===== src/design/mt16_pkg.sv =====
// Purpose: Constants for the 16-bit modulo timer with AXI4-Lite registers
// Assumes: One clock aclk; register data in the low byte of each 32-bit word
// Notes:   What follows lists the block's behaviour in short form
// What this block does
// [RQ1] Counter bytes read-only, reset zero, writes ignored
// [RQ2] Counter read latches both bytes for other half
// [RQ3] Reset or clear strobe restarts read latching
// [RQ4] Debug halt freezes latches, reads return live
// [RQ5] Modulo high and low bytes read/write, reset zero
// [RQ6] Modulo zero means free-running, nonzero modulo counting
// [RQ7] Modulo programmable from one to all ones
// [RQ8] Modulo bytes buffered, copied after second byte
// [RQ9] New modulo applies at next wrap normally
// [RQ10] First modulo write after reset clears, applies
// [RQ11] Software reset applies pending modulo at once
// [RQ12] Clear strobe resets modulo byte pairing
// [RQ13] Debug halt modulo writes direct, clear counter
// [RQ14] Modulo reads return value in effect
// [RQ15] Reset: halted, zero, bus clock, divide one
// [RQ16] Clearing halt bit starts counting
// [RQ17] Source change keeps the current count
// [RQ18] Nine divide ratios, change keeps count
// [RQ19] Count per tick up to modulo, wrap
// [RQ20] Wrap flag sets on modulo to zero
// [RQ21] Flag clears by read then zero write
// [RQ22] Strobe clears flag; flag and enable interrupt
// [RQ23] Software clears flag before enabling interrupt
// [RQ24] Clear strobe zeroes counter, reads as zero
// [RQ25] Halt bit freezes count; reset sets it
// [RQ26] Source 00 bus, 01 fixed, others none
// [RQ27] Divider codes above eight divide by 256
package mt16_pkg;
    // Register byte addresses
    localparam logic [7:0] OFS_STATUS = 8'h00;
    localparam logic [7:0] OFS_CLOCK  = 8'h04;
    localparam logic [7:0] OFS_CNT_HI = 8'h08;
    localparam logic [7:0] OFS_CNT_LO = 8'h0C;
    localparam logic [7:0] OFS_MOD_HI = 8'h10;
    localparam logic [7:0] OFS_MOD_LO = 8'h14;
    // Status and control field positions
    localparam int BIT_FLAG = 7;
    localparam int BIT_IE   = 6;
    localparam int BIT_CLR  = 5;
    localparam int BIT_HALT = 4;
    // Clock configuration field positions
    localparam int SRC_LSB  = 4;
    localparam int PS_LSB   = 0;
    // Encodings
    localparam logic [1:0] SRC_BUS   = 2'h0;
    localparam logic [1:0] SRC_FIXED = 2'h1;
    localparam logic [3:0] PS_MAX    = 4'h8;
    localparam logic [1:0] RESP_OKAY   = 2'h0;
    localparam logic [1:0] RESP_DECERR = 2'h3;
    // Reset values
    localparam logic [15:0] RST_CNT  = 16'h0000;
    localparam logic [15:0] RST_MOD  = 16'h0000;
    localparam logic        RST_HALT = 1'h1;
    localparam logic [1:0]  RST_SRC  = 2'h0;
    localparam logic [3:0]  RST_PS   = 4'h0;
endpackage


===== src/design/mt16_timer.sv =====
// Purpose: 16-bit up-counting modulo timer with prescaler, AXI4-Lite slave
// Assumes: debug_halt_mode and fixed_rate_clock are asynchronous pins
// Notes:   Counting is suspended while debug halt mode is active
//
// Decided for this implementation: the AXI4-Lite slave port and the placing of the registers.
`timescale 1ns/100ps
module mt16_timer (
    input  wire logic        aclk,
    input  wire logic        aresetn,
    input  wire logic [31:0] s_axi_awaddr,
    input  wire logic        s_axi_awvalid,
    output logic             s_axi_awready,
    input  wire logic [31:0] s_axi_wdata,
    input  wire logic [3:0]  s_axi_wstrb,
    input  wire logic        s_axi_wvalid,
    output logic             s_axi_wready,
    output logic [1:0]       s_axi_bresp,
    output logic             s_axi_bvalid,
    input  wire logic        s_axi_bready,
    input  wire logic [31:0] s_axi_araddr,
    input  wire logic        s_axi_arvalid,
    output logic             s_axi_arready,
    output logic [31:0]      s_axi_rdata,
    output logic [1:0]       s_axi_rresp,
    output logic             s_axi_rvalid,
    input  wire logic        s_axi_rready,
    input  wire logic        debug_halt_mode,
    input  wire logic        fixed_rate_clock,
    output logic             wrap_irq
);
    typedef struct packed {
        logic [15:0] cnt;
        logic [15:0] rbuf;
        logic        rlat;
        logic        rhi;
        logic [15:0] mbuf;
        logic        mwh;
        logic        mwl;
        logic [15:0] mpend;
        logic        mpv;
        logic [15:0] meff;
        logic        first;
        logic        flag;
        logic        arm;
        logic        ie;
        logic        halt;
        logic [1:0]  src;
        logic [3:0]  ps;
        logic [7:0]  pcnt;
        logic        dbg_s1;
        logic        dbg_s2;
        logic        fx_s1;
        logic        fx_s2;
        logic        fx_s3;
        logic        aw_h;
        logic [7:0]  waddr;
        logic        w_h;
        logic [7:0]  wdata;
        logic        wstb;
        logic        bvalid;
        logic [1:0]  bresp;
        logic        rvalid;
        logic [7:0]  rdata;
        logic [1:0]  rresp;
        logic        irq;
    } mt16_state_t;

    mt16_state_t st_ff;
    mt16_state_t nxt_st;

    logic        dbg;
    logic        src_tick;
    logic [3:0]  ps_eff;
    logic [8:0]  pw;
    logic [8:0]  pm9;
    logic [7:0]  pmask;
    logic        tick;
    logic        run;
    logic        at_top;
    logic        wrap_ev;
    logic        wr_go;
    logic        rd_go;
    logic [7:0]  raddr;
    logic [15:0] mval;
    logic        mdone;

    // Tick source: bus clock every cycle, fixed-rate clock on its rising edge
    assign dbg = st_ff.dbg_s2;
    assign src_tick = (st_ff.src == mt16_pkg::SRC_BUS) ? 1'b1 :                   // RQ26 RQ17
                      (st_ff.src == mt16_pkg::SRC_FIXED) ? (st_ff.fx_s2 && !st_ff.fx_s3) :
                      1'b0;

    // Divider mask; the free-running prescale count keeps the main count intact
    assign ps_eff = (st_ff.ps > mt16_pkg::PS_MAX) ? mt16_pkg::PS_MAX : st_ff.ps;     // RQ27
    assign pw     = 9'h001 << ps_eff;                                              // RQ18
    assign pm9    = pw - 9'h001;
    assign pmask  = pm9[7:0];
    assign tick   = src_tick && ((st_ff.pcnt & pmask) == pmask);

    // Wrap at modulo match, or at all ones when free-running
    assign run     = !st_ff.halt && !dbg;                                          // RQ25 RQ16
    assign at_top  = (st_ff.meff != 16'h0000) ? (st_ff.cnt == st_ff.meff) :         // RQ6 RQ7
                     (st_ff.cnt == 16'hFFFF);
    assign wrap_ev = run && tick && at_top;

    // Bus handshakes; one write and one read in flight at most
    assign wr_go = st_ff.aw_h && st_ff.w_h && !st_ff.bvalid;
    assign rd_go = s_axi_arvalid && !st_ff.rvalid;
    assign raddr = s_axi_araddr[7:0];
    assign s_axi_awready = !st_ff.aw_h;
    assign s_axi_wready  = !st_ff.w_h;
    assign s_axi_bvalid  = st_ff.bvalid;
    assign s_axi_bresp   = st_ff.bresp;
    assign s_axi_arready = !st_ff.rvalid;
    assign s_axi_rvalid  = st_ff.rvalid;
    assign s_axi_rdata   = {24'h000000, st_ff.rdata};
    assign s_axi_rresp   = st_ff.rresp;
    assign wrap_irq      = st_ff.irq;

    // Next state of the whole block
    always_comb begin
        nxt_st = st_ff;
        mval   = st_ff.mbuf;
        mdone  = 1'b0;
        // Pin synchronisers; first stage feeds only the second
        nxt_st.dbg_s1 = debug_halt_mode;
        nxt_st.dbg_s2 = st_ff.dbg_s1;
        nxt_st.fx_s1  = fixed_rate_clock;
        nxt_st.fx_s2  = st_ff.fx_s1;
        nxt_st.fx_s3  = st_ff.fx_s2;
        if (src_tick) begin
            nxt_st.pcnt = st_ff.pcnt + 8'h01;
        end
        // Counting; a pending modulo is picked up at the wrap
        if (run && tick) begin
            if (at_top) begin
                nxt_st.cnt = 16'h0000;                                             // RQ19
                if (st_ff.mpv) begin
                    nxt_st.meff = st_ff.mpend;                                     // RQ9
                    nxt_st.mpv  = 1'b0;
                end
            end else begin
                nxt_st.cnt = st_ff.cnt + 16'h0001;                                 // RQ19
            end
        end
        // Read channel
        if (st_ff.rvalid && s_axi_rready) begin
            nxt_st.rvalid = 1'b0;
        end
        if (rd_go) begin
            nxt_st.rvalid = 1'b1;
            nxt_st.rresp  = mt16_pkg::RESP_OKAY;
            nxt_st.rdata  = 8'h00;
            unique case (raddr)
                mt16_pkg::OFS_STATUS: begin
                    nxt_st.rdata[mt16_pkg::BIT_FLAG] = st_ff.flag;
                    nxt_st.rdata[mt16_pkg::BIT_IE]   = st_ff.ie;
                    nxt_st.rdata[mt16_pkg::BIT_HALT] = st_ff.halt;                 // RQ24
                    if (st_ff.flag) begin
                        nxt_st.arm = 1'b1;                                         // RQ21
                    end
                end
                mt16_pkg::OFS_CLOCK: begin
                    nxt_st.rdata = {2'h0, st_ff.src, st_ff.ps};
                end
                mt16_pkg::OFS_CNT_HI: begin
                    if (dbg) begin
                        nxt_st.rdata = st_ff.cnt[15:8];                            // RQ4
                    end else if (st_ff.rlat && !st_ff.rhi) begin
                        nxt_st.rdata = st_ff.rbuf[15:8];                           // RQ2
                        nxt_st.rlat  = 1'b0;
                    end else begin
                        nxt_st.rdata = st_ff.cnt[15:8];
                        nxt_st.rbuf  = st_ff.cnt;                                  // RQ2
                        nxt_st.rlat  = 1'b1;
                        nxt_st.rhi   = 1'b1;
                    end
                end
                mt16_pkg::OFS_CNT_LO: begin
                    if (dbg) begin
                        nxt_st.rdata = st_ff.cnt[7:0];                             // RQ4
                    end else if (st_ff.rlat && st_ff.rhi) begin
                        nxt_st.rdata = st_ff.rbuf[7:0];                            // RQ2
                        nxt_st.rlat  = 1'b0;
                    end else begin
                        nxt_st.rdata = st_ff.cnt[7:0];
                        nxt_st.rbuf  = st_ff.cnt;                                  // RQ2
                        nxt_st.rlat  = 1'b1;
                        nxt_st.rhi   = 1'b0;
                    end
                end
                mt16_pkg::OFS_MOD_HI: nxt_st.rdata = st_ff.meff[15:8];             // RQ14
                mt16_pkg::OFS_MOD_LO: nxt_st.rdata = st_ff.meff[7:0];              // RQ14
                default: nxt_st.rresp = mt16_pkg::RESP_DECERR;
            endcase
        end
        // Write channel: address and data taken in either order
        if (st_ff.bvalid && s_axi_bready) begin
            nxt_st.bvalid = 1'b0;
        end
        if (s_axi_awvalid && !st_ff.aw_h) begin
            nxt_st.aw_h  = 1'b1;
            nxt_st.waddr = s_axi_awaddr[7:0];
        end
        if (s_axi_wvalid && !st_ff.w_h) begin
            nxt_st.w_h   = 1'b1;
            nxt_st.wdata = s_axi_wdata[7:0];
            nxt_st.wstb  = s_axi_wstrb[0];
        end
        if (wr_go) begin
            nxt_st.aw_h   = 1'b0;
            nxt_st.w_h    = 1'b0;
            nxt_st.bvalid = 1'b1;
            nxt_st.bresp  = mt16_pkg::RESP_OKAY;
            unique case (st_ff.waddr)
                mt16_pkg::OFS_STATUS: begin
                    if (st_ff.wstb) begin
                        nxt_st.ie   = st_ff.wdata[mt16_pkg::BIT_IE];
                        nxt_st.halt = st_ff.wdata[mt16_pkg::BIT_HALT];             // RQ25 RQ16
                        if (st_ff.wdata[mt16_pkg::BIT_CLR]) begin
                            nxt_st.cnt  = 16'h0000;                                // RQ24
                            nxt_st.flag = 1'b0;                                    // RQ22
                            nxt_st.rlat = 1'b0;                                    // RQ3
                            nxt_st.mwh  = 1'b0;                                    // RQ12
                            nxt_st.mwl  = 1'b0;
                            if (st_ff.mpv) begin
                                nxt_st.meff = st_ff.mpend;                         // RQ11 RQ24
                                nxt_st.mpv  = 1'b0;
                            end
                        end else if (!st_ff.wdata[mt16_pkg::BIT_FLAG] && st_ff.arm) begin
                            nxt_st.flag = 1'b0;                                    // RQ21
                        end
                        nxt_st.arm = 1'b0;
                    end
                end
                mt16_pkg::OFS_CLOCK: begin
                    if (st_ff.wstb) begin
                        nxt_st.src = st_ff.wdata[mt16_pkg::SRC_LSB +: 2];          // RQ17
                        nxt_st.ps  = st_ff.wdata[mt16_pkg::PS_LSB +: 4];           // RQ18
                    end
                end
                mt16_pkg::OFS_CNT_HI, mt16_pkg::OFS_CNT_LO: begin
                    nxt_st.bresp = mt16_pkg::RESP_OKAY;                            // RQ1
                end
                mt16_pkg::OFS_MOD_HI, mt16_pkg::OFS_MOD_LO: begin
                    if (st_ff.wstb && dbg) begin
                        // Debug halt: straight into the live modulo, buffer frozen
                        if (st_ff.waddr == mt16_pkg::OFS_MOD_HI) begin
                            nxt_st.meff[15:8] = st_ff.wdata;                       // RQ13
                        end else begin
                            nxt_st.meff[7:0] = st_ff.wdata;                        // RQ13
                        end
                        nxt_st.cnt = 16'h0000;                                     // RQ13
                    end else if (st_ff.wstb) begin
                        if (st_ff.waddr == mt16_pkg::OFS_MOD_HI) begin
                            mval[15:8]  = st_ff.wdata;                             // RQ8 RQ5
                            nxt_st.mwh  = 1'b1;
                            mdone       = st_ff.mwl;
                        end else begin
                            mval[7:0]   = st_ff.wdata;                             // RQ8 RQ5
                            nxt_st.mwl  = 1'b1;
                            mdone       = st_ff.mwh;
                        end
                        nxt_st.mbuf = mval;
                        if (mdone) begin
                            nxt_st.mwh = 1'b0;
                            nxt_st.mwl = 1'b0;
                            if (st_ff.first) begin
                                nxt_st.meff  = mval;                               // RQ10
                                nxt_st.cnt   = 16'h0000;                           // RQ10
                                nxt_st.first = 1'b0;
                                nxt_st.mpv   = 1'b0;
                            end else begin
                                nxt_st.mpend = mval;                               // RQ9
                                nxt_st.mpv   = 1'b1;
                            end
                        end
                    end
                end
                default: nxt_st.bresp = mt16_pkg::RESP_DECERR;
            endcase
        end
        // Set wins over any clear; a wrap also restarts the two-step clear
        if (wrap_ev) begin
            nxt_st.flag = 1'b1;                                                    // RQ20 RQ21
            nxt_st.arm  = 1'b0;
        end
        nxt_st.irq = nxt_st.flag && nxt_st.ie;                                     // RQ22
        // Synchronous reset to the documented start-up state
        if (!aresetn) begin
            nxt_st       = '0;
            nxt_st.cnt   = mt16_pkg::RST_CNT;                                      // RQ15 RQ1
            nxt_st.meff  = mt16_pkg::RST_MOD;                                      // RQ15 RQ5
            nxt_st.halt  = mt16_pkg::RST_HALT;                                     // RQ15 RQ25
            nxt_st.src   = mt16_pkg::RST_SRC;                                      // RQ15
            nxt_st.ps    = mt16_pkg::RST_PS;                                       // RQ15
            nxt_st.first = 1'b1;                                                   // RQ10 RQ3
        end
    end

    // State register
    always_ff @(posedge aclk) begin
        st_ff <= nxt_st;
    end
endmodule // mt16_timer


===== config.mk =====
export PLATFORM = sky130hd
export DESIGN_NAME = mt16_timer
export DESIGN_NICKNAME = d
export VERILOG_FILES = /design/src/design/mt16_pkg.sv /design/src/design/mt16_timer.sv
export SDC_FILE = /design/constraint.sdc
export NUM_CORES = 1
export LEC_CHECK = 0
export BUFFER_PORTS_ARGS = -buffer_cell sky130_fd_sc_hd__clkbuf_2
export CORE_MARGIN = 8
export CORE_UTILIZATION = 57
export CTS_BUF_LIST = sky130_fd_sc_hd__clkbuf_2
export DETAILED_ROUTE_END_ITERATION = 16
export PLACE_DENSITY = 0.82
export SLEW_MARGIN = 15
export SYNTH_ARGS = -nofsm -noshare
export SYNTH_HDL_FRONTEND = slang
export SYNTH_SLANG_ARGS = --single-unit
export TNS_END_PERCENT = 20

===== constraint.sdc =====
create_clock -name aclk -period 4.2 [get_ports aclk]
set_input_delay 0.84 -clock aclk [delete_from_list [all_inputs] [get_ports aclk]]
set_output_delay 0.84 -clock aclk [all_outputs]
set_load 0.01 [all_outputs]

# Yosys cells after proc, flatten, opt, wreduce, memory -nomap -nowiden
# Cells that the tools add are included.
word_totals:
  register_bits: 143
  output_inout_bits: 42
  in_bits: 109
classes:
  muxes: 83
  shift: 1
  n_eq_ne: 24
  order_cmp: 1
  bitwise: 4
  add_sub_neg: 3
  reduce_logical: 47
op_table:
  columns: ["op", "n"]
  rows:
  - ["$mux W16", 14]
  - ["$mux W17", 6]
  - ["$mux W36", 2]
  - ["$mux W8", 8]
  - ["$mux W18", 2]
  - ["$pmux W18 S2", 1]
  - ["$pmux W17 S2", 1]
  - ["$eq A8 B4 Y1 const B", 4]
  - ["$eq A8 B5 Y1 const B", 4]
  - ["$pmux W16 S2", 1]
  - ["$mux W1", 28]
  - ["$mux W28", 1]
  - ["$pmux W4 S5", 1]
  - ["$mux W19", 1]
  - ["$logic_and A1 B1 Y1", 17]
  - ["$add A16 B1 Y16 const B", 1]
  - ["$eq A16 B16 Y1", 1]
  - ["$eq A16 B16 Y1 const B", 1]
  - ["$eq A8 B3 Y1 const B", 2]
  - ["$logic_not A8 Y1", 2]
  - ["$ne A2 B2 Y1 const B", 8]
  - ["$reduce_bool A16 Y1", 1]
  - ["$reduce_and A7 Y1", 2]
  - ["$mux W2", 6]
  - ["26 further kinds", 48]

# Depth between registers and ports, before layout
# Gate-level depths: netlist of run 1.
depth:
  depth_word: 17
  ltp_mapped: 14
  mapped_depth_nobuf: 11

# Worst setup path after synthesis of run 1
# Ideal clock, no wire load.
synth_path:
  path_type: "register to register"
  start: "register st_ff[47] (netlist bit)"
  end: "register st_ff[62] (netlist bit)"
  setup_slack_ns: 1.048
  path_buffers: 1
  path_stages_with_launch: 13
  period_less_slack_ns: 3.152
  setup_time_ns: 0.122
  t_arrival_ns: 3.031
  path_cell_list: "dfxtp_1 -> nor4_1 -> inv_1 -> ha_1 -> nor2b_1 -> a2111oi_0 -> o2111ai_1 -> nor4b_1 -> nand4_1 -> o21ai_1 -> o22ai_1 -> buf_2 -> a221o_1"
synth_via:
  elab_chain_len: 15
synth_lines:
  columns: ["item", "line_no", "rtl"]
  rows:
  - ["start, declared", "mt16_timer.sv:68", "mt16_state_t st_ff;"]
  - ["start signal, assigned", "mt16_timer.sv:303", "st_ff <= nxt_st;"]
  - ["$gt A4 B4 Y1", "mt16_timer.sv:94", "assign ps_eff = (st_ff.ps > mt16_pkg::PS_MAX) ? mt16_pkg::PS_MAX : st_ff.ps;"]
  - ["$mux W4 (*)", "mt16_timer.sv:94", null]
  - ["$shl A1 B4 Y8 (*)", "mt16_timer.sv:95", "assign pw = 9'h001 << ps_eff;"]
  - ["$sub A8 B1 Y8 (*)", "mt16_timer.sv:96", "assign pm9 = pw - 9'h001;"]
  - ["$and A8 B8 Y8", "mt16_timer.sv:98", "assign tick = src_tick && ((st_ff.pcnt & pmask) == pmask);"]
  - ["$eq A8 B8 Y1 (*)", "mt16_timer.sv:98", null]
  - ["$logic_and A1 B1 Y1 (*)", "mt16_timer.sv:98", null]
  - ["$logic_and A1 B1 Y1 (*)", "mt16_timer.sv:135", "if (run && tick) begin"]
  - ["$mux W17 (*)", "mt16_timer.sv:135", null]
  - ["$mux W17", "mt16_timer.sv:268", "if (st_ff.first) begin"]
  - ["$mux W36", "mt16_timer.sv:265", "if (mdone) begin"]
  - ["$mux W36", "mt16_timer.sv:254", "end else if (st_ff.wstb) begin"]
  - ["$mux W16", "mt16_timer.sv:246", "if (st_ff.wstb && dbg) begin"]
  - ["$pmux W17 S2", "mt16_timer.sv:215", "unique case (st_ff.waddr)"]
  - ["$mux W28 (*)", "mt16_timer.sv:210", "if (wr_go) begin"]
# Every way passes the cells marked *; elsewhere a longest branch is shown, timed or not. The select of a mux whose other input is x is not followed.
# A chain may end at the register's enable or synchronous reset.

# Final worst setup path of run 1
layout_path:
  start: "register st_ff[48] (netlist bit)"
  end: "register st_ff[59] (netlist bit)"
# The elaborated chain is that of the path after synthesis.

==> metrics.yaml, run 1 <==
run_status:
  status: "complete, no violations"
sta:
  fin_setup_tns_ns: 0
  slew_viol_final: 0
  rsz0062_at_grt: "false"
  layout_setup_ws_ns: 0.489
  setup_viol_count_final: 0
  period_needed_ns: 3.71
  period_share: 0.884
  finalHoldViolCount: 0
  slew_headroom: 0.381
  finClkSkew_ns: 0.0329
  tightest_slew_ns: 0.927
  max_freq_mhz: 269
clock_network:
  clk_pin_slew_ns: 0.22
  post-cts-setup-buffers: 0
  cts.sinks: 141
  htreeDepth: 4
  clock_path_buffers: 2
  cts_tree: "built"
  ctsResizeCount: 0
  clkLatencyLatePin_ns: 0.72
  root_buffer: "clkbuf_2"
  hold_buffers: 0
  cts_made_buffers: 17
final_layout:
  drive_gt1_frac: 0.136
  finalNonFillerCells: 1098
  areaGrowthSynthToFinish_pct: 5.58
  nNetsFinal: 1025
drt:
  drt_first_pass_iters: 6
  ant_nets: 0
  wire_per_inst_microns: 17.6
  drt_iter0_drc: 649
  wl_mm: 19.3
  dr_total_vias: 6803
  via_per_inst: 6.20
  drc_errors: 0
grt:
  grtUsageTotal: 0.231
  grt_overflow: 0
  grt_pass1_vias: 6310
  grt_start_max_net_pins: 68
  grt_antenna_before_repair: 1
  grt_pass1_wl_mm: 31.1
floorplan:
  io_pins: 151
  die-area_sq_um: 16900
  coreArea_sq_um: 12700
  initial_core_util: 0.584
  rows: 41
  die_w_microns: 130
  die_h_microns: 130
worst_setup_path:
  critPathCaptureType: "flop"
  path_class: "flop to flop"
  critPathSlowestCell: "o32ai_4"
  cp.required_ns: 4.86
  cp_slowest_stage_delay_ns: 0.63
  crit_buf_inv: 2
  cp.arrival_ns: 4.37
  worstPathCellList: "nor4_1, inv_1, ha_1, nor2b_1, a2111oi_0, o2111ai_1, nor4b_1, buf_4, nand3_1, or2_1, o32ai_4, a221o_2"
  crit_family: "compound AO/OA/AOI/OAI gates"
  cp-start-kind: "flop"
  crit_fanout: 15
placed_design:
  port_buffers: 51
  finalWeightedCongestion: 0.918
  dp_slack_ns: 0.524
  place_inst: 1066
  hpwl_mm: 13.3
power:
  leakage_nw: 2.82
  ir_drop_mv: 0.244
  p_per_area_nw_per_um2: 316
  p_total_mw: 2.47
synth:
  ys_warn_count: 0
  yosysSeqAreaShare: 0.382
  synth-xor-area-share: 0.0403
  synth.distinct_cells: 70
  synthAdderAreaFrac: 0.00507
  netlist_area_sq_um: 7400
  ys_async_sr_fraction: 0
  synth_cells: 908
  synth-edff-count: 0
  synth-seq-cells: 141
  synth_top_family_by_area: "compound AO/OA/AOI/OAI gates"
  yosys.area_share.simple: 0.213
  synth_compound_area_frac: 0.218
  synth.area.mux_share: 0.0583
  syn_area_per_cell_sq_um: 8.15
  synth_flop_cell: "dfxtp_1"
worst_hold_path:
  hold_class: "primary input to flop"
run:
  cap_violations: 0
==> path summary, 6_finish.rpt <==
path / endpoint / start / depth (start not counted) / slack, ns
hold / removal: s_axi_rvalid / s_axi_rready / 2 / 0.26
setup reg to reg: st_ff[59] / st_ff[48] / 12 / 0.49
setup / recovery: st_ff[59] / st_ff[48] / 12 / 0.49
hold reg to reg: dbg / st_ff[38] / 1 / 0.46
==> logic make-up (layout without fill, tap and decap cells) <==
kind of cell	Yosys count	count (layout)
other	1	25
adders and majority gates	3	3
and+or+nand+nor	331	331
DFF	141	141
xor gates and xnor gates	34	34
AOI/OAI and AO/OA	237	237
buffers and inverters	119	113
muxes	42	42
==> worst register-to-register path, cell delays in order, from the launching register on <==
cell and delay (ns):
dfxtp_1 0.45, nor4_1 0.39, inv_1 0.08, ha_1 0.23
nor2b_1 0.14, a2111oi_0 0.35, o2111ai_1 0.20, nor4b_1 0.29
buf_4 0.18, nand3_1 0.09, or2_1 0.35, o32ai_4 0.63
a221o_2 0.27
==> power breakdown <==
part | internal [mW] | total [mW] | leakage [nW] | switching, mW
registers | 1.36 | 1.39 | 1.14 | 0.0308
clock network | 0.388 | 0.902 | 0.150 | 0.514
logic | 0.0564 | 0.173 | 1.52 | 0.116
total | 1.81 | 2.47 | 2.82 | 0.661
==> registers in the layout, summed over array words and instances, names as in the netlist <==
register      count
s_axi_bresp       1
st_ff           127
dbg               1
s_axi_bvalid      1
s_axi_rdata       8
s_axi_rvalid      1
wrap_irq          1
s_axi_rresp       1
==> layer usage <==
layer / GRT usage / part of all wire / vias to the layer above
met2: 0.371 / 0.46 / 331
met4: 0.120 / 0.038 / 0
li1: - / - / 3243
met5: 0 / 0 / -
met1: 0.281 / 0.42 / 3160
met3: 0.0608 / 0.080 / 69
==> cells in the final DEF (no fill, tap or decap), types with 4 or more instances in the layout <==
cell        Yosys  final
a21oi_1        68     68
a211oi_1        8      8
nand4_1        12     12
inv_1          12     12
dfxtp_1       141    141
nand3_1        52     52
bufinv_16       0      4
a31oi_1        18     18
mux2i_1        33     33
a221o_2         4      4
and3_1          5      5
o221ai_1       15     15
clkbuf_2        1     68
a311oi_1       16     16
a32oi_1         6      6
a41oi_1         4      4
xnor2_1        18     18
nor2b_1        13     13
nor2_1         94     93
conb_1          1     24
nand2_1        96     96
o21ai_0        52     52
a221o_1        11     11
nor3_1         12     12
buf_4          37     18
or3_1           5      5
and2_1         12     12
and4_1          7      7
nor4_1          7      7
a21boi_0        4      4
clkinvlp_4      0      4
xor2_1         16     16
mux2_2          9      9
==> cell usage after synthesis (3+ instances only) <==
cell type,count,area share
ha_1,3,0.0051
a311oi_1,16,0.019
a41oi_1,4,0.0047
o21ai_1,3,0.0020
nor4_1,7,0.0059
a211oi_1,8,0.0081
inv_1,12,0.0061
nor2b_1,13,0.011
o21ai_0,52,0.035
mux2_2,9,0.014
buf_4,37,0.038
a21oi_1,68,0.046
a221o_1,11,0.015
and2_1,12,0.010
a21boi_0,4,0.0041
nand3_1,52,0.035
clkbuf_1,55,0.028
a31oi_1,18,0.015
xnor2_1,18,0.021
xor2_1,16,0.019
a221oi_1,3,0.0036
a32oi_1,6,0.0071
buf_2,4,0.0027
nand2_1,96,0.049
or3_1,5,0.0042
and4_1,7,0.0083
a222oi_1,3,0.0041
mux2i_1,33,0.045
nor2_1,94,0.048
nor3_1,12,0.0081
and3_1,5,0.0042
a221o_2,4,0.0061
buf_6,3,0.0046
nand4_1,12,0.010
o221ai_1,15,0.018
buf_1,5,0.0025
dfxtp_1,141,0.38
==> per-stage QoR <==
stage	area, sq um	util	hold slack [ns]
finish	7810	0.616	0.257
global route	7810	0.616	0.192
CTS	7800	0.616	0.241
detailed placement	7520	0.594	0.420
global placement	7520	0.594	0.417
floorplan	7480	-	0.412
==> final cells by class <==
type,instances,area (sq um)
Antenna cell,1,2.50
Clock buffer,17,85.1
Clock inverter,14,194
Fill cell,1105,4860
Inverter,13,48.8
Multi-Input combinational cell,671,4050
Sequential cell,141,2820
Tap cell,172,215
Timing Repair Buffer,69,390
Power figures use the tool's default switching activity.
==> run 2: changes to the inputs <==
Settings changed: CORE_ASPECT_RATIO from default to 0.75.
==> run 2 against run 1 <==
Against the previous run:
- critical path type unchanged
- sequential share of layout area up 0.14 points
- sequential power about the same
- global-route usage up 0.16 points
- die area up 0.23%
- largest power group unchanged
==> metrics.yaml, run 2 (synthesized netlist as in run 1, its figures left out) <==
floorplan:
  die_h_microns: 115  # was 130 microns
  io_pins: 151  # unchanged
  initial_core_util: 0.576  # was 0.584
  coreArea_sq_um: 12800  # was 12700 sq um
  rows: 36  # was 41
  die_w_microns: 148  # was 130 microns
  die-area_sq_um: 16900  # about the same
worst_setup_path:
  startpoint: "st_ff[47]"  # was st_ff[48]
  critPathCaptureType: "flop"  # unchanged
  r2r-start: "st_ff[47]"  # was st_ff[48]
  worstPathCellList: "nor4_1, inv_1, ha_1, nor2b_1, a2111oi_0, o2111ai_1, nor4b_1, buf_4, nand3_1, nor3_1, o22ai_2, a221o_2"  # was nor4_1, inv_1, ha_1, nor2b_1, a2111oi_0, o2111ai_1, nor4b_1, buf_4, nand3_1, or2_1, o32ai_4, a221o_2
  path_class: "flop to flop"  # unchanged
  r2r_cells: 12  # unchanged
  cp_slowest_stage_delay_ns: 0.46  # was 0.63 ns
  crit_buf_inv: 2  # unchanged
  cp.arrival_ns: 4.16  # was 4.37 ns
  path_depth: 12  # unchanged
  crit_family: "compound AO/OA/AOI/OAI gates"  # unchanged
  cp-start-kind: "flop"  # unchanged
  crit_fanout: 15  # unchanged
  critPathSlowestCell: "a221o_2"  # was o32ai_4
  cp.required_ns: 4.82  # was 4.86 ns
clock_network:
  hold_buffers: 0  # unchanged
  clock_path_buffers: 2  # unchanged
  clkLatencyLatePin_ns: 0.72  # about the same
  cts.sinks: 141  # unchanged
  root_buffer: "clkbuf_2"  # unchanged
  cts_tree: "built"  # unchanged
  htreeDepth: 4  # unchanged
  clk_pin_slew_ns: 0.22  # about the same
  post-cts-setup-buffers: 0  # unchanged
  cts_made_buffers: 17  # unchanged
  ctsResizeCount: 0  # unchanged
worst_hold_path:
  whs_path_depth: 2  # unchanged
  hp-start: "s_axi_rready"  # unchanged
  hold_class: "primary input to flop"  # unchanged
sta:
  rsz0062_at_grt: "false"  # unchanged
  finalHoldViolCount: 0  # unchanged
  max_freq_mhz: 282  # was 269 MHz
  period_share: 0.843  # was 0.884
  tightest_slew_ns: 1.07  # was 0.927 ns
  finClkSkew_ns: 0.0361  # was 0.0329 ns
  layout_setup_ws_ns: 0.660  # was 0.489 ns
  setup_viol_count_final: 0  # unchanged
  slew_viol_final: 0  # unchanged
  fin_setup_tns_ns: 0  # unchanged
  period_needed_ns: 3.54  # was 3.71 ns
  slew_headroom: 0.284  # was 0.381
final_layout:
  fin_util: 0.606  # was 0.616
  final_common_cell: "dfxtp_1"  # unchanged
  design_area_sq_um: 7780  # was 7810 sq um
  drive_gt1_frac: 0.138  # was 0.136
  multi_input_area_sq_um: 4050  # unchanged
  finalNonFillerCells: 1098  # unchanged
  largest_register: "st_ff"  # unchanged
  areaGrowthSynthToFinish_pct: 5.17  # was 5.58%
  nNetsFinal: 1026  # was 1025
  final_cell_mix: "141 x dfxtp_1, 96 x nand2_1, 93 x nor2_1"  # unchanged
  fillers: 1157  # was 1105
  insertedDiodeCount: 0  # was 1
  largest_register_ffs: 127  # unchanged
  seq_area_sq_um: 2820  # unchanged
placed_design:
  port_buffers: 51  # unchanged
  finalWeightedCongestion: 0.933  # was 0.918
  hpwl_mm: 13.8  # was 13.3 mm
  place_inst: 1066  # unchanged
  place_area_sq_um: 7530  # was 7520 sq um
  dp_slack_ns: 0.582  # was 0.524 ns
power:
  ir_drop_mv: 0.169  # was 0.244 mV
  p_per_area_nw_per_um2: 308  # was 316 nW/um^2
  leakage_nw: 2.82  # about the same
grt:
  grt_pass1_wl_mm: 31.8  # was 31.1 mm
  grtUsageTotal: 0.233  # was 0.231
  grt_antenna_before_repair: 0  # was 1
  grt_start_max_net_pins: 59  # was 68
  grt_overflow: 0  # unchanged
  grt_pass1_vias: 6050  # was 6310
drt:
  via_per_inst: 6.20  # about the same
  drc_errors: 0  # unchanged
  wire_per_inst_microns: 18.0  # was 17.6 microns
  drt_first_pass_iters: 6  # unchanged
  dr_total_vias: 6808  # was 6803
  wl_mm: 19.7  # was 19.3 mm
  drt_iter0_drc: 695  # was 649
  ant_nets: 0  # unchanged
run_status:
  status: "complete, no violations"  # unchanged
run:
  cap_violations: 0  # unchanged
run 2: cell types whose count changed in the layout (fill, tap and decap cells not counted):
cell | before | now
clkinv_2 | 1 | 3
bufinv_16 | 4 | 2
diode_2 | 1 | 0
inv_8 | 0 | 1
clkinvlp_4 | 4 | 0
buf_4 | 18 | 19
inv_6 | 1 | 5
run 2: metal layers:
layer / global-route usage / vias to the layer above / wire [microns]
met3: 0.0352 / 43 / 1800
met2: 0.345 / 332 / 8670
met5: 0 / - / 0
met1: 0.332 / 3200 / 8810
li1: - / 3233 / -
met4: 0.0915 / 0 / 432
run 2: final cells by class:
class | instances | share of cell area
multi-input cells | 671 | 0.521
flip-flops and latches | 141 | 0.363
repair buffers | 70 | 0.0511
well taps | 171 | 0.0275
clock inverters | 15 | 0.0206
clock buffers | 17 | 0.0109
inverters | 13 | 0.00627
run 2: through the flow:
stage	hold WS, ns	total power [mW]
floorplan	0.412	1.55
global placement	0.417	1.59
detailed placement	0.422	1.59
CTS	0.233	2.40
global route	0.212	2.48
finish	0.264	2.39
run 2: worst paths after layout:
check	slack, ns	endpoint
setup reg to reg	0.66	st_ff[60]
hold reg to reg	0.46	st_ff[115]
hold / removal	0.26	s_axi_rvalid
setup / recovery	0.66	st_ff[60]
run 2: report_power, final:
part	total, mW	switching (mW)	internal [mW]
sequential	1.40	0.0358	1.36
combinational	0.169	0.113	0.0553
clock	0.826	0.540	0.285
total	2.39	0.689	1.70
==> run 3: changes to the inputs <==
Settings changed: CORE_UTILIZATION 57 to 52, PLACE_DENSITY 0.82 to 0.79.
Clock period 4.2 ns to 3 ns, I/O delays scaled along.
==> run 3 against run 2 <==
Against the previous run:
- the run now ends with setup timing left
- total power up 37%
- clock-buffer cell count unchanged
- largest power group unchanged
- largest cell class unchanged
- critical endpoint is now st_ff[61]
- utilization is 0.67 points higher
==> metrics.yaml, run 3 (synthesized netlist as in run 1, its figures left out) <==
run_status:
  status: "complete, but fails checks"  # was complete, no violations
  violations: "setup timing"
grt:
  grt_antenna_before_repair: 0  # unchanged
  grt_pass1_vias: 6561  # was 6050
  grt_pass1_wl_mm: 33.6  # was 31.8 mm
  grt_start_max_net_pins: 58  # was 59
  grtUsageTotal: 0.224  # was 0.233
  grt_overflow: 0  # unchanged
worst_setup_path:
  reg2reg_to: "st_ff[61]"  # was st_ff[60]
  r2r_cells: 13  # was 12
  crit_fanout: 8  # was 15
  path_class: "flop to flop"  # unchanged
  cp.arrival_ns: 3.90  # was 4.16 ns
  worstPathCellList: "buf_6, nand3b_1, ha_4, nor2b_4, a2111oi_4, o2111ai_2, nor4b_2, buf_4, nand4_1, buf_6, o21ai_4, o22ai_4, a221o_2"  # was nor4_1, inv_1, ha_1, nor2b_1, a2111oi_0, o2111ai_1, nor4b_1, buf_4, nand3_1, nor3_1, o22ai_2, a221o_2
  critPathCaptureType: "flop"  # unchanged
  r2r-start: "st_ff[48]"  # was st_ff[47]
  cp-start-kind: "flop"  # unchanged
  startpoint: "st_ff[48]"  # was st_ff[47]
  r2r_slack_ns: -0.28  # was 0.66 ns
  cp.required_ns: 3.62  # was 4.82 ns
  critPathSlowestCell: "dfxtp_4"  # was a221o_2
  worst_path_most_repeated_cell: "buf_6"
  cp_slowest_stage_delay_ns: 0.41  # was 0.46 ns
power:
  p_total_mw: 3.29  # was 2.39 mW
  leakage_nw: 3.18  # was 2.82 nW
  ir_drop_mv: 0.182  # was 0.169 mV
  p_per_area_nw_per_um2: 389  # was 308 nW/um^2
final_layout:
  areaGrowthSynthToFinish_pct: 14.3  # was 5.17%
  final_cell_mix: "137 x dfxtp_1, 96 x nand2_1, 92 x nor2_1"  # was 141 x dfxtp_1, 96 x nand2_1, 93 x nor2_1
  nNetsFinal: 1086  # was 1026
  insertedDiodeCount: 0  # unchanged
  largest_register_ffs: 127  # unchanged
  fillers: 1183  # was 1157
  largest_register: "st_ff"  # unchanged
  final_common_cell: "dfxtp_1"  # unchanged
  drive_gt1_frac: 0.211  # was 0.138
sta:
  max_freq_mhz: 305  # was 282 MHz
  layout_setup_ws_ns: -0.278  # was 0.660 ns
  setup_viol_count_final: 15  # was 0
  finClkSkew_ns: 0.0338  # was 0.0361 ns
  slew_viol_final: 0  # unchanged
  slew_headroom: 0.474  # was 0.284
  tightest_slew_ns: 0.787  # was 1.07 ns
  period_needed_ns: 3.28  # was 3.54 ns
  period_share: 1.09  # was 0.843
  rsz0062_at_grt: "true"  # was false
  finalHoldViolCount: 0  # unchanged
clock_network:
  cts_tree: "built"  # unchanged
  htreeDepth: 4  # unchanged
  clk_pin_slew_ns: 0.23  # was 0.22 ns
  root_buffer: "clkbuf_2"  # unchanged
  cts_made_buffers: 17  # unchanged
  clkLatencyLatePin_ns: 0.72  # about the same
  cts.sinks: 141  # unchanged
  clock_path_buffers: 2  # unchanged
floorplan:
  die-area_sq_um: 18300  # was 16900 sq um
  die_w_microns: 154  # was 148 microns
  initial_core_util: 0.536  # was 0.576
  die_h_microns: 119  # was 115 microns
  coreArea_sq_um: 13800  # was 12800 sq um
  io_pins: 151  # unchanged
  rows: 37  # was 36
placed_design:
  dp_slack_ns: -0.355  # was 0.582 ns
  port_buffers: 51  # unchanged
  finalWeightedCongestion: 0.933  # about the same
  hpwl_mm: 14.8  # was 13.8 mm
drt:
  drt_iter0_drc: 811  # was 695
  wire_per_inst_microns: 18.4  # was 18.0 microns
  dr_total_vias: 7197  # was 6808
  wl_mm: 21.4  # was 19.7 mm
  via_per_inst: 6.19  # was 6.20
  drc_errors: 0  # unchanged
  ant_nets: 0  # unchanged
  drt_first_pass_iters: 8  # was 6
worst_hold_path:
  hold_class: "primary input to flop"  # unchanged
  whs_path_depth: 2  # unchanged
  whs_endpoint: "s_axi_rvalid"  # unchanged
  hp-start: "s_axi_rready"  # unchanged
run:
  cap_violations: 0  # unchanged
run 3: cell count changes in the layout (fill, tap and decap cells not counted), sizes merged:
cell      delta
buf         +59
bufinv       -1
clkinv       +1
clkinvlp     +1
inv          -1
o22ai        +1
run 3: per-layer routing:
| layer | part of all wire | track usage | vias to the layer above |
|---|---|---|---|
| li1 | - | - | 3367 |
| met1 | 0.43 | 0.300 | 3397 |
| met2 | 0.44 | 0.346 | 387 |
| met3 | 0.11 | 0.0596 | 46 |
| met4 | 0.020 | 0.0720 | 0 |
| met5 | 0 | 0 | - |
run 3: worst max-delay path by stage:
stage | slack [ns] | to | depth (start not counted)
final | -0.28 | st_ff[61] | 13
after global placement | -0.22 | st_ff[61] | 12
after CTS | -0.15 | st_ff[72] | 14
after detailed placement | -0.36 | st_ff[61] | 12
after global routing | -0.40 | st_ff[60] | 13
after floorplan | -0.003 | st_ff[69] | 13
run 3: final cells by class:
cell class                      instances  area [sq um]  area share
Clock buffer                           17          85.1      0.0101
Clock inverter                         15           136      0.0161
Inverter                               13          48.8     0.00577
Multi-Input combinational cell        672          4220       0.499
Sequential cell                       141          2830       0.335
Tap cell                              175           219      0.0259
Timing Repair Buffer                  129           915       0.108
run 3: where the power goes:
group | switching, mW | internal [mW]
logic | 0.171 | 0.0904
clock network | 0.761 | 0.312
registers | 0.0443 | 1.91
total | 0.976 | 2.31
run 3: through the flow:
| stage | hold slack (ns) | instance area, sq um | TNS, ns | instances | utilization |
|---|---|---|---|---|---|
| final | 0.0204 | 8450 | -3.54 | 1162 | 0.613 |
| after global routing | 0.00150 | 8450 | -6.87 | 1162 | 0.613 |
| after CTS | 0.00946 | 8310 | -2.12 | 1157 | 0.603 |
| after detailed placement | 0.423 | 7980 | -4.81 | 1123 | 0.578 |
| after global placement | 0.417 | 7980 | -2.67 | 1123 | 0.578 |
| after floorplan | 0.412 | 7510 | -0.00281 | 931 | - |
run 3: what timing repair did:
| action | in CTS | in global routing |
|---|---|---|
| hold buffers | 0 | 0 |
| hold endpoints to repair | 0 | 0 |
| pin swaps | 4 | 20 |
| gates cloned | 1 | 2 |
| endpoints found under the setup margin | 33 | 36 |
| resized for setup | 16 | 23 |
| setup buffers | 1 | 3 |
run 3: worst max-delay path: cells and delay by family, from the launching register on:
kind,cells,cell delay (ns)
flip-flops,1,0.41
buffers and inverters,3,0.49
AO/OA/AOI/OAI,5,1.27
AND/OR/NAND/NOR,4,0.79
adder cells (fa/ha/maj),1,0.21
